<file path="src/include/twm_pkg.sv">
// Purpose: shared constants and types for the two-wire master transmitter
// Assumes: 25 MHz mclk, AXI4-Lite register access, open-drain bus pins
// Notes: status codes carry zeros in the prescaler bits
package twm_pkg;

  // ----------------------------------------
  // register byte offsets
  // ----------------------------------------
  localparam logic [31:0] OFS_CTRL = 32'h0000_0000;
  localparam logic [31:0] OFS_STAT = 32'h0000_0004;
  localparam logic [31:0] OFS_DATA = 32'h0000_0008;

  // ----------------------------------------
  // bus_control_reg fields
  // ----------------------------------------
  localparam int CTL_DONE = 7;
  localparam int CTL_ACKEN = 6;
  localparam int CTL_START = 5;
  localparam int CTL_STOP = 4;
  localparam int CTL_WCOL = 3;
  localparam int CTL_EN = 2;
  localparam int CTL_IRQEN = 0;
  localparam logic [7:0] CTL_WR_MASK = 8'hF5;
  localparam logic [7:0] CTL_RESET = 8'h00;

  // ----------------------------------------
  // bus_status_reg fields and codes
  // ----------------------------------------
  localparam int STA_PRE_LSB = 0;
  localparam logic [7:0] STA_CODE_MASK = 8'hF8;
  localparam logic [1:0] STA_PRE_RESET = 2'h0;
  localparam logic [7:0] CODE_START = 8'h08;
  localparam logic [7:0] CODE_REP = 8'h10;
  localparam logic [7:0] CODE_AW_ACK = 8'h18;
  localparam logic [7:0] CODE_AW_NACK = 8'h20;
  localparam logic [7:0] CODE_D_ACK = 8'h28;
  localparam logic [7:0] CODE_D_NACK = 8'h30;
  localparam logic [7:0] CODE_LOST = 8'h38;
  localparam logic [7:0] CODE_AR_ACK = 8'h40;
  localparam logic [7:0] CODE_AR_NACK = 8'h48;
  localparam logic [7:0] CODE_IDLE = 8'hF8;
  localparam logic [7:0] DATA_RESET = 8'hFF;

  // ----------------------------------------
  // AXI responses
  // ----------------------------------------
  localparam logic [1:0] RESP_OKAY = 2'h0;
  localparam logic [1:0] RESP_DECERR = 2'h3;

  // ----------------------------------------
  // timing: one link bit is four quarter phases
  // ----------------------------------------
  localparam int MCLK_PERIOD_NS = 40;
  localparam int LINK_PERIOD_NS = 320;
  localparam int QUARTER_CYC = LINK_PERIOD_NS / (4 * MCLK_PERIOD_NS);
  localparam logic [3:0] QUARTER_LAST = 4'(QUARTER_CYC - 1);

  typedef enum logic [2:0] {
    ENG_IDLE, ENG_WAITFREE, ENG_START, ENG_HOLD, ENG_BIT, ENG_ACK, ENG_STOP
  } twm_eng_e;

  typedef enum logic [1:0] {SEL_CTRL, SEL_STAT, SEL_DATA, SEL_NONE} twm_sel_e;

endpackage

</file>
<file path="src/rtl/twm_pin_sync.sv">
// Purpose: two-flop synchroniser for the scl and sda pin levels
// Assumes: pins are asynchronous to mclk
// Notes: first stage is read only by the second stage
`timescale 1ns/100ps
module twm_pin_sync (
  input wire logic mclk,
  input wire logic rst_n,
  input wire logic [1:0] pinIn,
  output logic [1:0] pinSync
);

  typedef struct packed {
    logic [1:0] meta;
    logic [1:0] stable;
  } twm_sync_s;

  twm_sync_s r;
  twm_sync_s n;

  always_comb begin
    n = r;
    n.meta = pinIn;
    n.stable = r.meta;
  end

  // idle bus lines are high, so reset to the released level
  always_ff @(posedge mclk or negedge rst_n) begin
    if (!rst_n) begin
      r <= '{meta: 2'h3, stable: 2'h3};
    end else begin
      r <= n;
    end
  end

  assign pinSync = r.stable;

endmodule

</file>
<file path="src/rtl/twm_master.sv">
// Purpose: two-wire bus master transmitter with AXI4-Lite registers
// Assumes: open-drain scl/sda, single master clock mclk
// Notes: master receive data phase is not built; read address only flags it
//
// Notes on behaviour
// [RL1] master mode only after start; direction picks mode
// [RL2] status codes compared with prescaler masked
// [RL3] software starts with done, start, enable set
// [RL4] start generated once the bus is free
// [RL5] after start: done flag, code 0x08
// [RL6] software loads write address then resumes
// [RL7] after address ack: done flag, 0x18/0x20/0x38
// [RL8] address ack gives 0x18, nack 0x20
// [RL9] software writes data only while done set
// [RL10] data write while busy: ignored, collision flag
// [RL11] data byte ack gives 0x28, nack 0x30
// [RL12] software requests stop with stop bit
// [RL13] software requests repeated start with start bit
// [RL14] repeated start reports 0x10, keeps bus
// [RL15] 0x08/0x10 resume sends loaded address
// [RL16] after byte states, start/stop pick next step
// [RL17] stop request bit cleared when stop sent
// [RL18] lost arbitration: 0x38, then release bus
// [RL19] lost with start set: wait free, restart
// [RL20] software keeps enable set in every write
// [RL21] transfer suspended while done flag set
// [RL22] interrupt when done flag and irq enable
`timescale 1ns/100ps
module twm_master (
  input wire logic mclk,
  input wire logic rst_n,
  input wire logic [31:0] awaddr,
  input wire logic awvalid,
  output logic awready,
  input wire logic [31:0] wdata,
  input wire logic [3:0] wstrb,
  input wire logic wvalid,
  output logic wready,
  output logic [1:0] bresp,
  output logic bvalid,
  input wire logic bready,
  input wire logic [31:0] araddr,
  input wire logic arvalid,
  output logic arready,
  output logic [31:0] rdata,
  output logic [1:0] rresp,
  output logic rvalid,
  input wire logic rready,
  input wire logic sclIn,
  output logic sclOut,
  output logic sclOe,
  input wire logic sdaIn,
  output logic sdaOut,
  output logic sdaOe,
  output logic stepIrq,
  output logic masterRxMode
);

  // ----------------------------------------
  // state
  // ----------------------------------------
  typedef struct packed {
    twm_pkg::twm_eng_e st;
    logic [1:0] ph;
    logic [2:0] bitIdx;
    logic [7:0] shift;
    logic [3:0] tickCnt;
    logic sclLow;
    logic sdaLow;
    logic busBusy;
    logic sclPrev;
    logic sdaPrev;
    logic master;
    logic rxMode;
    logic addrPh;
    logic ackLow;
    logic [7:0] ctrl;
    logic [7:0] data;
    logic [7:0] code;
    logic [1:0] presc;
    logic awHeld;
    twm_pkg::twm_sel_e awSel;
    logic wHeld;
    logic [7:0] wData;
    logic wLane;
    logic bvalid;
    logic [1:0] bresp;
    logic rvalid;
    logic [7:0] rdata;
    logic [1:0] rresp;
  } twm_state_s;

  twm_state_s r;
  twm_state_s n;
  logic [1:0] pinSync;
  logic sclS;
  logic sdaS;
  logic tick;
  logic doWrite;
  logic resume;

  twm_pin_sync i_twm_pin_sync (
    .mclk(mclk),
    .rst_n(rst_n),
    .pinIn({sclIn, sdaIn}),
    .pinSync(pinSync)
  );

  assign sclS = pinSync[1];
  assign sdaS = pinSync[0];

  function automatic twm_pkg::twm_sel_e decodeAddr(input logic [31:0] a);
    twm_pkg::twm_sel_e s;
    s = twm_pkg::SEL_NONE;
    if (a == twm_pkg::OFS_CTRL) begin
      s = twm_pkg::SEL_CTRL;
    end else if (a == twm_pkg::OFS_STAT) begin
      s = twm_pkg::SEL_STAT;
    end else if (a == twm_pkg::OFS_DATA) begin
      s = twm_pkg::SEL_DATA;
    end
    return s;
  endfunction

  function automatic logic [7:0] readMux(input twm_state_s s, input twm_pkg::twm_sel_e sel);
    logic [7:0] v;
    v = 8'h00;
    unique case (sel)
      twm_pkg::SEL_CTRL: v = s.ctrl;
      // [RL2] prescaler in low bits
      twm_pkg::SEL_STAT: v = (s.code & twm_pkg::STA_CODE_MASK) | {6'h00, s.presc};
      twm_pkg::SEL_DATA: v = s.data;
      twm_pkg::SEL_NONE: v = 8'h00;
    endcase
    return v;
  endfunction

  // ----------------------------------------
  // next state
  // ----------------------------------------
  always_comb begin
    n = r;
    tick = (r.tickCnt == twm_pkg::QUARTER_LAST);
    doWrite = r.awHeld && r.wHeld && !r.bvalid;
    // [RL21] engine waits until done flag cleared
    resume = (r.st == twm_pkg::ENG_HOLD) && !r.ctrl[twm_pkg::CTL_DONE];
    n.tickCnt = tick ? 4'h0 : r.tickCnt + 4'h1;

    // bus monitor on synchronised levels
    n.sclPrev = sclS;
    n.sdaPrev = sdaS;
    if (r.sclPrev && sclS && r.sdaPrev && !sdaS) begin
      n.busBusy = 1'b1;
    end else if (r.sclPrev && sclS && !r.sdaPrev && sdaS) begin
      n.busBusy = 1'b0;
    end

    // AXI write channel: address and data in either order
    if (awvalid && !r.awHeld) begin
      n.awHeld = 1'b1;
      n.awSel = decodeAddr(awaddr);
    end
    if (wvalid && !r.wHeld) begin
      n.wHeld = 1'b1;
      n.wData = wdata[7:0];
      n.wLane = wstrb[0];
    end
    if (r.bvalid && bready) begin
      n.bvalid = 1'b0;
    end
    if (doWrite) begin
      n.awHeld = 1'b0;
      n.wHeld = 1'b0;
      n.bvalid = 1'b1;
      n.bresp = (r.awSel == twm_pkg::SEL_NONE) ? twm_pkg::RESP_DECERR : twm_pkg::RESP_OKAY;
      if (r.wLane) begin
        unique case (r.awSel)
          twm_pkg::SEL_CTRL: begin
            n.ctrl = (r.wData & twm_pkg::CTL_WR_MASK) | (r.ctrl & ~twm_pkg::CTL_WR_MASK);
            // writing one clears the done flag, zero leaves it
            n.ctrl[twm_pkg::CTL_DONE] = r.ctrl[twm_pkg::CTL_DONE] && !r.wData[twm_pkg::CTL_DONE];
          end
          twm_pkg::SEL_STAT: n.presc = r.wData[twm_pkg::STA_PRE_LSB +: 2];
          twm_pkg::SEL_DATA: begin
            // [RL10] collision on busy write
            if (r.ctrl[twm_pkg::CTL_DONE]) begin
              n.data = r.wData;
              n.ctrl[twm_pkg::CTL_WCOL] = 1'b0;
            end else begin
              n.ctrl[twm_pkg::CTL_WCOL] = 1'b1;
            end
          end
          twm_pkg::SEL_NONE: n.presc = r.presc;
        endcase
      end
    end

    // AXI read channel: one cycle answer
    if (r.rvalid && rready) begin
      n.rvalid = 1'b0;
    end
    if (arvalid && !r.rvalid) begin
      n.rvalid = 1'b1;
      n.rdata = readMux(r, decodeAddr(araddr));
      n.rresp = (decodeAddr(araddr) == twm_pkg::SEL_NONE) ? twm_pkg::RESP_DECERR :
                twm_pkg::RESP_OKAY;
    end

    // ----------------------------------------
    // bus engine; flag sets below win over a clear above
    // ----------------------------------------
    if (!r.ctrl[twm_pkg::CTL_EN]) begin
      n.st = twm_pkg::ENG_IDLE;
      n.sclLow = 1'b0;
      n.sdaLow = 1'b0;
      n.master = 1'b0;
      n.rxMode = 1'b0;
    end else begin
      unique case (r.st)
        twm_pkg::ENG_IDLE: begin
          n.sclLow = 1'b0;
          n.sdaLow = 1'b0;
          // [RL1] master only through a start
          if (r.ctrl[twm_pkg::CTL_START] && !r.ctrl[twm_pkg::CTL_DONE]) begin
            n.st = twm_pkg::ENG_WAITFREE;
          end
        end
        twm_pkg::ENG_WAITFREE: begin
          // [RL4] start once bus free
          if (!r.busBusy && tick) begin
            n.st = twm_pkg::ENG_START;
            n.ph = 2'h0;
          end
        end
        twm_pkg::ENG_START: begin
          if (tick) begin
            unique case (r.ph)
              2'h0: begin
                n.sdaLow = 1'b0;
                n.ph = 2'h1;
              end
              2'h1: begin
                n.sclLow = 1'b0;
                n.ph = 2'h2;
              end
              2'h2: begin
                // a slave holding scl low stretches the phase
                if (sclS) begin
                  n.sdaLow = 1'b1;
                  n.ph = 2'h3;
                end
              end
              2'h3: begin
                n.sclLow = 1'b1;
                n.st = twm_pkg::ENG_HOLD;
                n.ctrl[twm_pkg::CTL_DONE] = 1'b1;
                // [RL5] first start code
                // [RL14] repeated start keeps bus
                n.code = r.master ? twm_pkg::CODE_REP : twm_pkg::CODE_START;
                n.master = 1'b1;
                n.rxMode = 1'b0;
              end
            endcase
          end
        end
        twm_pkg::ENG_HOLD: begin
          if (resume) begin
            if (!r.master) begin
              // [RL18] lost: release and stay unaddressed
              // [RL19] lost with start: retry later
              n.st = r.ctrl[twm_pkg::CTL_START] ? twm_pkg::ENG_WAITFREE : twm_pkg::ENG_IDLE;
              n.sclLow = 1'b0;
              n.sdaLow = 1'b0;
            end else if (r.ctrl[twm_pkg::CTL_STOP]) begin
              // [RL16] stop, or stop then start
              n.st = twm_pkg::ENG_STOP;
              n.ph = 2'h0;
            end else if (r.ctrl[twm_pkg::CTL_START]) begin
              // [RL16] repeated start request
              n.st = twm_pkg::ENG_START;
              n.ph = 2'h0;
            end else begin
              // [RL15] address after start codes
              // [RL16] next byte otherwise
              n.addrPh = (r.code == twm_pkg::CODE_START) || (r.code == twm_pkg::CODE_REP);
              if (n.addrPh) begin
                n.rxMode = r.data[0];
              end
              n.shift = r.data;
              n.bitIdx = 3'h7;
              n.st = twm_pkg::ENG_BIT;
              n.ph = 2'h0;
            end
          end
        end
        twm_pkg::ENG_BIT: begin
          if (tick) begin
            unique case (r.ph)
              2'h0: begin
                n.sdaLow = !r.shift[7];
                n.ph = 2'h1;
              end
              2'h1: begin
                n.sclLow = 1'b0;
                n.ph = 2'h2;
              end
              2'h2: begin
                if (sclS) begin
                  if (r.shift[7] && !sdaS) begin
                    // [RL18] lost arbitration
                    n.sclLow = 1'b0;
                    n.sdaLow = 1'b0;
                    n.master = 1'b0;
                    n.rxMode = 1'b0;
                    n.code = twm_pkg::CODE_LOST;
                    n.ctrl[twm_pkg::CTL_DONE] = 1'b1;
                    n.st = twm_pkg::ENG_HOLD;
                  end else begin
                    n.ph = 2'h3;
                  end
                end
              end
              2'h3: begin
                n.sclLow = 1'b1;
                n.shift = {r.shift[6:0], 1'b0};
                n.bitIdx = r.bitIdx - 3'h1;
                n.ph = 2'h0;
                if (r.bitIdx == 3'h0) begin
                  n.st = twm_pkg::ENG_ACK;
                end
              end
            endcase
          end
        end
        twm_pkg::ENG_ACK: begin
          if (tick) begin
            unique case (r.ph)
              2'h0: begin
                n.sdaLow = 1'b0;
                n.ph = 2'h1;
              end
              2'h1: begin
                n.sclLow = 1'b0;
                n.ph = 2'h2;
              end
              2'h2: begin
                if (sclS) begin
                  n.ackLow = !sdaS;
                  n.ph = 2'h3;
                end
              end
              2'h3: begin
                n.sclLow = 1'b1;
                n.ctrl[twm_pkg::CTL_DONE] = 1'b1;
                n.st = twm_pkg::ENG_HOLD;
                n.addrPh = 1'b0;
                // [RL7] address step done
                // [RL8] address ack or nack
                // [RL11] data ack or nack
                if (r.addrPh && r.rxMode) begin
                  n.code = r.ackLow ? twm_pkg::CODE_AR_ACK : twm_pkg::CODE_AR_NACK;
                end else if (r.addrPh) begin
                  n.code = r.ackLow ? twm_pkg::CODE_AW_ACK : twm_pkg::CODE_AW_NACK;
                end else begin
                  n.code = r.ackLow ? twm_pkg::CODE_D_ACK : twm_pkg::CODE_D_NACK;
                end
              end
            endcase
          end
        end
        twm_pkg::ENG_STOP: begin
          if (tick) begin
            unique case (r.ph)
              2'h0: begin
                n.sdaLow = 1'b1;
                n.ph = 2'h1;
              end
              2'h1: begin
                n.sclLow = 1'b0;
                n.ph = 2'h2;
              end
              2'h2: begin
                if (sclS) begin
                  n.sdaLow = 1'b0;
                  n.ph = 2'h3;
                end
              end
              2'h3: begin
                // [RL17] stop request self-clears
                n.ctrl[twm_pkg::CTL_STOP] = 1'b0;
                n.master = 1'b0;
                n.rxMode = 1'b0;
                n.code = twm_pkg::CODE_IDLE;
                n.st = r.ctrl[twm_pkg::CTL_START] ? twm_pkg::ENG_WAITFREE : twm_pkg::ENG_IDLE;
              end
            endcase
          end
        end
      endcase
    end
  end

  // ----------------------------------------
  // registers
  // ----------------------------------------
  always_ff @(posedge mclk or negedge rst_n) begin
    if (!rst_n) begin
      r <= '{st: twm_pkg::ENG_IDLE, ph: 2'h0, bitIdx: 3'h0, shift: 8'h00, tickCnt: 4'h0,
             sclLow: 1'b0, sdaLow: 1'b0, busBusy: 1'b0, sclPrev: 1'b1, sdaPrev: 1'b1,
             master: 1'b0, rxMode: 1'b0, addrPh: 1'b0, ackLow: 1'b0,
             ctrl: twm_pkg::CTL_RESET, data: twm_pkg::DATA_RESET, code: twm_pkg::CODE_IDLE,
             presc: twm_pkg::STA_PRE_RESET, awHeld: 1'b0, awSel: twm_pkg::SEL_NONE,
             wHeld: 1'b0, wData: 8'h00, wLane: 1'b0, bvalid: 1'b0, bresp: 2'h0,
             rvalid: 1'b0, rdata: 8'h00, rresp: 2'h0};
    end else begin
      r <= n;
    end
  end

  // ----------------------------------------
  // outputs
  // ----------------------------------------
  assign awready = !r.awHeld;
  assign wready = !r.wHeld;
  assign bvalid = r.bvalid;
  assign bresp = r.bresp;
  assign arready = !r.rvalid;
  assign rvalid = r.rvalid;
  assign rdata = {24'h000000, r.rdata};
  assign rresp = r.rresp;
  // open drain: only ever pull low
  assign sclOut = 1'b0;
  assign sdaOut = 1'b0;
  assign sclOe = r.sclLow;
  assign sdaOe = r.sdaLow;
  // [RL22] step interrupt
  assign stepIrq = r.ctrl[twm_pkg::CTL_DONE] && r.ctrl[twm_pkg::CTL_IRQEN];
  assign masterRxMode = r.rxMode;

endmodule

</file>
<file path="config.mk">
export PLATFORM = sky130hd
export DESIGN_NAME = twm_master
export DESIGN_NICKNAME = d
export VERILOG_FILES = /design/src/include/twm_pkg.sv /design/src/rtl/twm_pin_sync.sv /design/src/rtl/twm_master.sv
export SDC_FILE = /design/constraint.sdc
export NUM_CORES = 1
export LEC_CHECK = 0
export ABC_AREA = 0
export BUFFER_PORTS_ARGS = -buffer_cell sky130_fd_sc_hd__buf_2
export CAP_MARGIN = 10
export CORE_AREA = 2 2 110 112
export CTS_BUF_LIST = sky130_fd_sc_hd__clkbuf_4 sky130_fd_sc_hd__clkbuf_8 sky130_fd_sc_hd__clkbuf_16
export DETAILED_ROUTE_END_ITERATION = 8
export DIE_AREA = 0 0 112 114
export GPL_ROUTABILITY_DRIVEN = 0
export PLACE_DENSITY = 0.65
export SETUP_SLACK_MARGIN = 0.4
export SLEW_MARGIN = 20
export SYNTH_ARGS = -nofsm -noshare
export SYNTH_HDL_FRONTEND = slang
export SYNTH_HIERARCHICAL = 1
export SYNTH_SLANG_ARGS = --single-unit
</file>
<file path="constraint.sdc">
create_clock -name mclk -period 2.85 [get_ports mclk]
set_clock_uncertainty 0.1 [all_clocks]
set_input_delay 0 -clock mclk [delete_from_list [all_inputs] [get_ports mclk]]
set_output_delay 0 -clock mclk [all_outputs]
set_load 0.05 [all_outputs]
</file>
==> metrics.md <==
| Metric | Value |
|---|---|
| R2R depth | 5 |
| Async set-or-reset flop fraction in the synthesized netlist | 1.000 |
| Clock share of power | 0.363 |
| Fillers | 1,119 |
| Leakage Power | 2.513 nW |
| Fmax achieved | 0.4272 GHz |
| Num CTS Buffers | 9 |
| Area Growth Syn to Fin | 21.99% |
| Tcrit/Tclk final | 0.8214 |
| CP Max Fanout | 18 |
| Top-count cell post-synth | dfrtp_1 |
| Post-synth top cells | dfrtp_1, buf_4, mux2_2, a21oi_1, nor2_1 |
| Post-DP HPWL | 7.830 mm |
| Initial antenna violation count | 0 |
| TritonCTS clock tree | built |
| WP data arrival | 2460 ps |
| Post-route ant nets | 0 |
| Clk Latency, worst-skew pair | 340 ps |
| Peak supply drop | 0.2785 mV |
| Io pins | 156 |
| Buffers on Ports | 102 |
| Inst Count DP | 685 |
| Clock transition at path regs | 60 ps |
| Routed vias/inst | 5.305 |
| Power Density | 545.2 mW/mm² |
| Total global routing overflow | 0 |
| CP top delay family | simple AND/OR/NAND/NOR gates |
| GRT Total Usage | 0.1748 |
| HP Class | input port to asynchronous set/reset pin |
| Slew Viols, Final | 0 |
| Non-filler instance count after layout | 724 |
| Distinct cells, synth | 61 |
| Register area share after synthesis | 0.4433 |
| Sequential share of power | 0.443 |
| Count of final setup violators | 0 |
| RSZ-0062 raised after global routing | no |
| Status | finished, final reports clean |
| Slew margin rel. | 0.4574 |
| Fin. Hold Viols | 0 |
| Core Region | 0.01171 mm² |
| Combinational share of power | 0.195 |
| Synth Register Bits | 80 |
| Avg Synthesized Cell Area | 9.861 µm² |
| DRC | 0 |
| Worst path required time | 2970 ps |
| Total number of yosys warnings | 6 |
| Clock tree buffer depth | 2 |
| Initial core utilization | 0.3907 |
| P_int | 0.002088 W |
| Chip height | 114 µm |
| Die Width | 112 µm |
| CTS sink cnt | 80 |
| Setup TNS | 0 ps |
| Total Wirelength | 11.00 mm |
| Pre-CTS setup slack | 468.8 ps |
| Die area | 0.01277 mm² |
| Critical path type | flip-flop to flip-flop |
| Number of global-route vias before repair | 3,687 |
| Max cap viols | 0 |
| Crit path time final | 2341 ps |
| Cells along the critical path | nand2b_1 > or3b_2 > o32ai_1 > nand3_1 > mux2_2 |
| Post-synthesis instance total | 464 |
| Area of the multi-input gates | 0.002187 mm² |
| Instance count on the critical path | 5 |
| Worst path slowest cell | dfrtp_1 |
| Sw frac | 0.3140 |
| DRT Pass-1 Iters | 7 |
| First-pass GRT wire length | 18.05 mm |
| Crit path launch type | flip-flop |
| Setup Buffers After CTS | 0 |
| Max stage delay on crit path | 690 ps |
| Routed length per instance | 15.19 µm |
| Mapped Area | 0.004576 mm² |
| Hold Slack | 48.87 ps |
| Share of post-route cells with drive strength above 1 | 0.3362 |
| Yosys top cell by area | dfrtp_1 |
| Root buf cell | clkbuf_16 |
| Largest net degree at the start of global routing | 81 |
| Post-synth top area share | 0.3227 |
| Post-synth top flop | dfrtp_1 |
| Via count | 3,841 |
| Switching Power | 0.0009555 W |
| Number of synthesized flops with an enable pin | 0 |
| Critical path buffers and inverters | 0 |
| Diode count | 0 |
| Num rows | 40 |
| Worst slew pin tran | 812.2 ps |
| Layout Nets | 688 |
| Endpoint type of the worst setup path | flip-flop |
| H-tree depth | 3 |
| Post-layout total power | 0.003043 W |
| Register area | 0.002029 mm² |
| Ranking of synthesized cells by area | dfrtp_1, dfstp_2, mux2_2, buf_4, mux2i_1 |
| Fin worst setup slack | 509.0 ps |
| Detailed router's first-iteration violation count | 344 |
-- kinds of logic after synthesis --
family / synth area share
AOI/OAI and AO/OA: 0.1488
xor gates and xnor gates: 0.009572
adders and majority gates: 0.01914
buffers and inverters: 0.1009
DFF: 0.4433
muxes: 0.1231
other: 0.0008196
and+or+nand+nor: 0.1545
-- state kept, by name (all words and copies together) (netlist names), 2 cells and up --
register,cells
i_twm_pin_sync/pinSync,2
rdata,8
i_twm_pin_sync/n,2
r,61
-- worst paths after layout --
path	slack, ps	to	from
min reg2reg	250	i_twm_pin_sync/pinSync[1]	i_twm_pin_sync/n[1]
min in group mclk	110	rdata[6]	araddr[14]
max	510	r[54]	r[80]
min	50	sclOe	rst_n
max reg2reg	510	r[54]	r[80]
max in group asynchronous	1960	r[39]	rst_n
-- layout make-up --
type,instances,area share
repair buffers,134,0.1484
flip-flops and latches,80,0.3636
inverters,17,0.01143
clock inverters,5,0.007622
multi-input cells,330,0.3918
clock buffers,11,0.04416
well taps,147,0.03295
-- layer usage --
layer,track usage,share of wire,vias to the layer above
met3,0.02072,0.054,25
met4,0.07724,0.024,0
met1,0.2365,0.44,1828
met5,0,0,-
met2,0.2853,0.48,159
li1,-,-,1829
-- power groups by stage --
stage	registers [W]	clock network, W	logic [W]
after floorplan	0.00136	0	0.000450
after global placement	0.00136	0	0.000559
after detailed placement	0.00137	0	0.000569
after CTS	0.00135	0.00112	0.000590
after global routing	0.00136	0.00117	0.000636
final	0.00135	0.00110	0.000592
-- metrics by stage --
stage          cell area, µm²    util
3_3_place_gp             5041  0.4304
5_1_grt                  5582  0.4766
4_1_cts                  5550  0.4739
3_5_place_dp             5041  0.4304
2_1_floorplan            4669       -
6_report                 5582  0.4766
-- cell usage in the layout (no fill, tap or decap), drive strengths merged, types with 3 or more instances in the layout --
master / netlist / routed
o22ai: 4 / 4
nor2b: 8 / 8
dfstp: 21 / 21
nor2: 32 / 32
nor3b: 4 / 4
clkinv: 0 / 4
ha: 7 / 7
mux2: 34 / 34
conb: 1 / 26
nor3: 5 / 5
nor4: 15 / 15
nand3b: 4 / 4
nand2: 27 / 27
nand3: 14 / 14
xnor2: 3 / 3
inv: 17 / 18
buf: 47 / 112
nand2b: 6 / 6
o21a: 3 / 3
o31ai: 8 / 8
dfrtp: 59 / 59
a31oi: 8 / 8
o21ai: 24 / 24
a21oi: 33 / 33
clkbuf: 15 / 11
mux2i: 18 / 18
nand4: 4 / 4
dlygate4sd3: 0 / 22
-- timing repair --
| action | CTS | global route |
|---|---|---|
| endpoints found under the hold margin | 78 | 0 |
| hold buffers | 22 | 0 |
| setup endpoints to repair | 0 | 6 |
| gates resized for setup | 0 | 2 |
No activity file was read; power rests on OpenSTA's default activity.
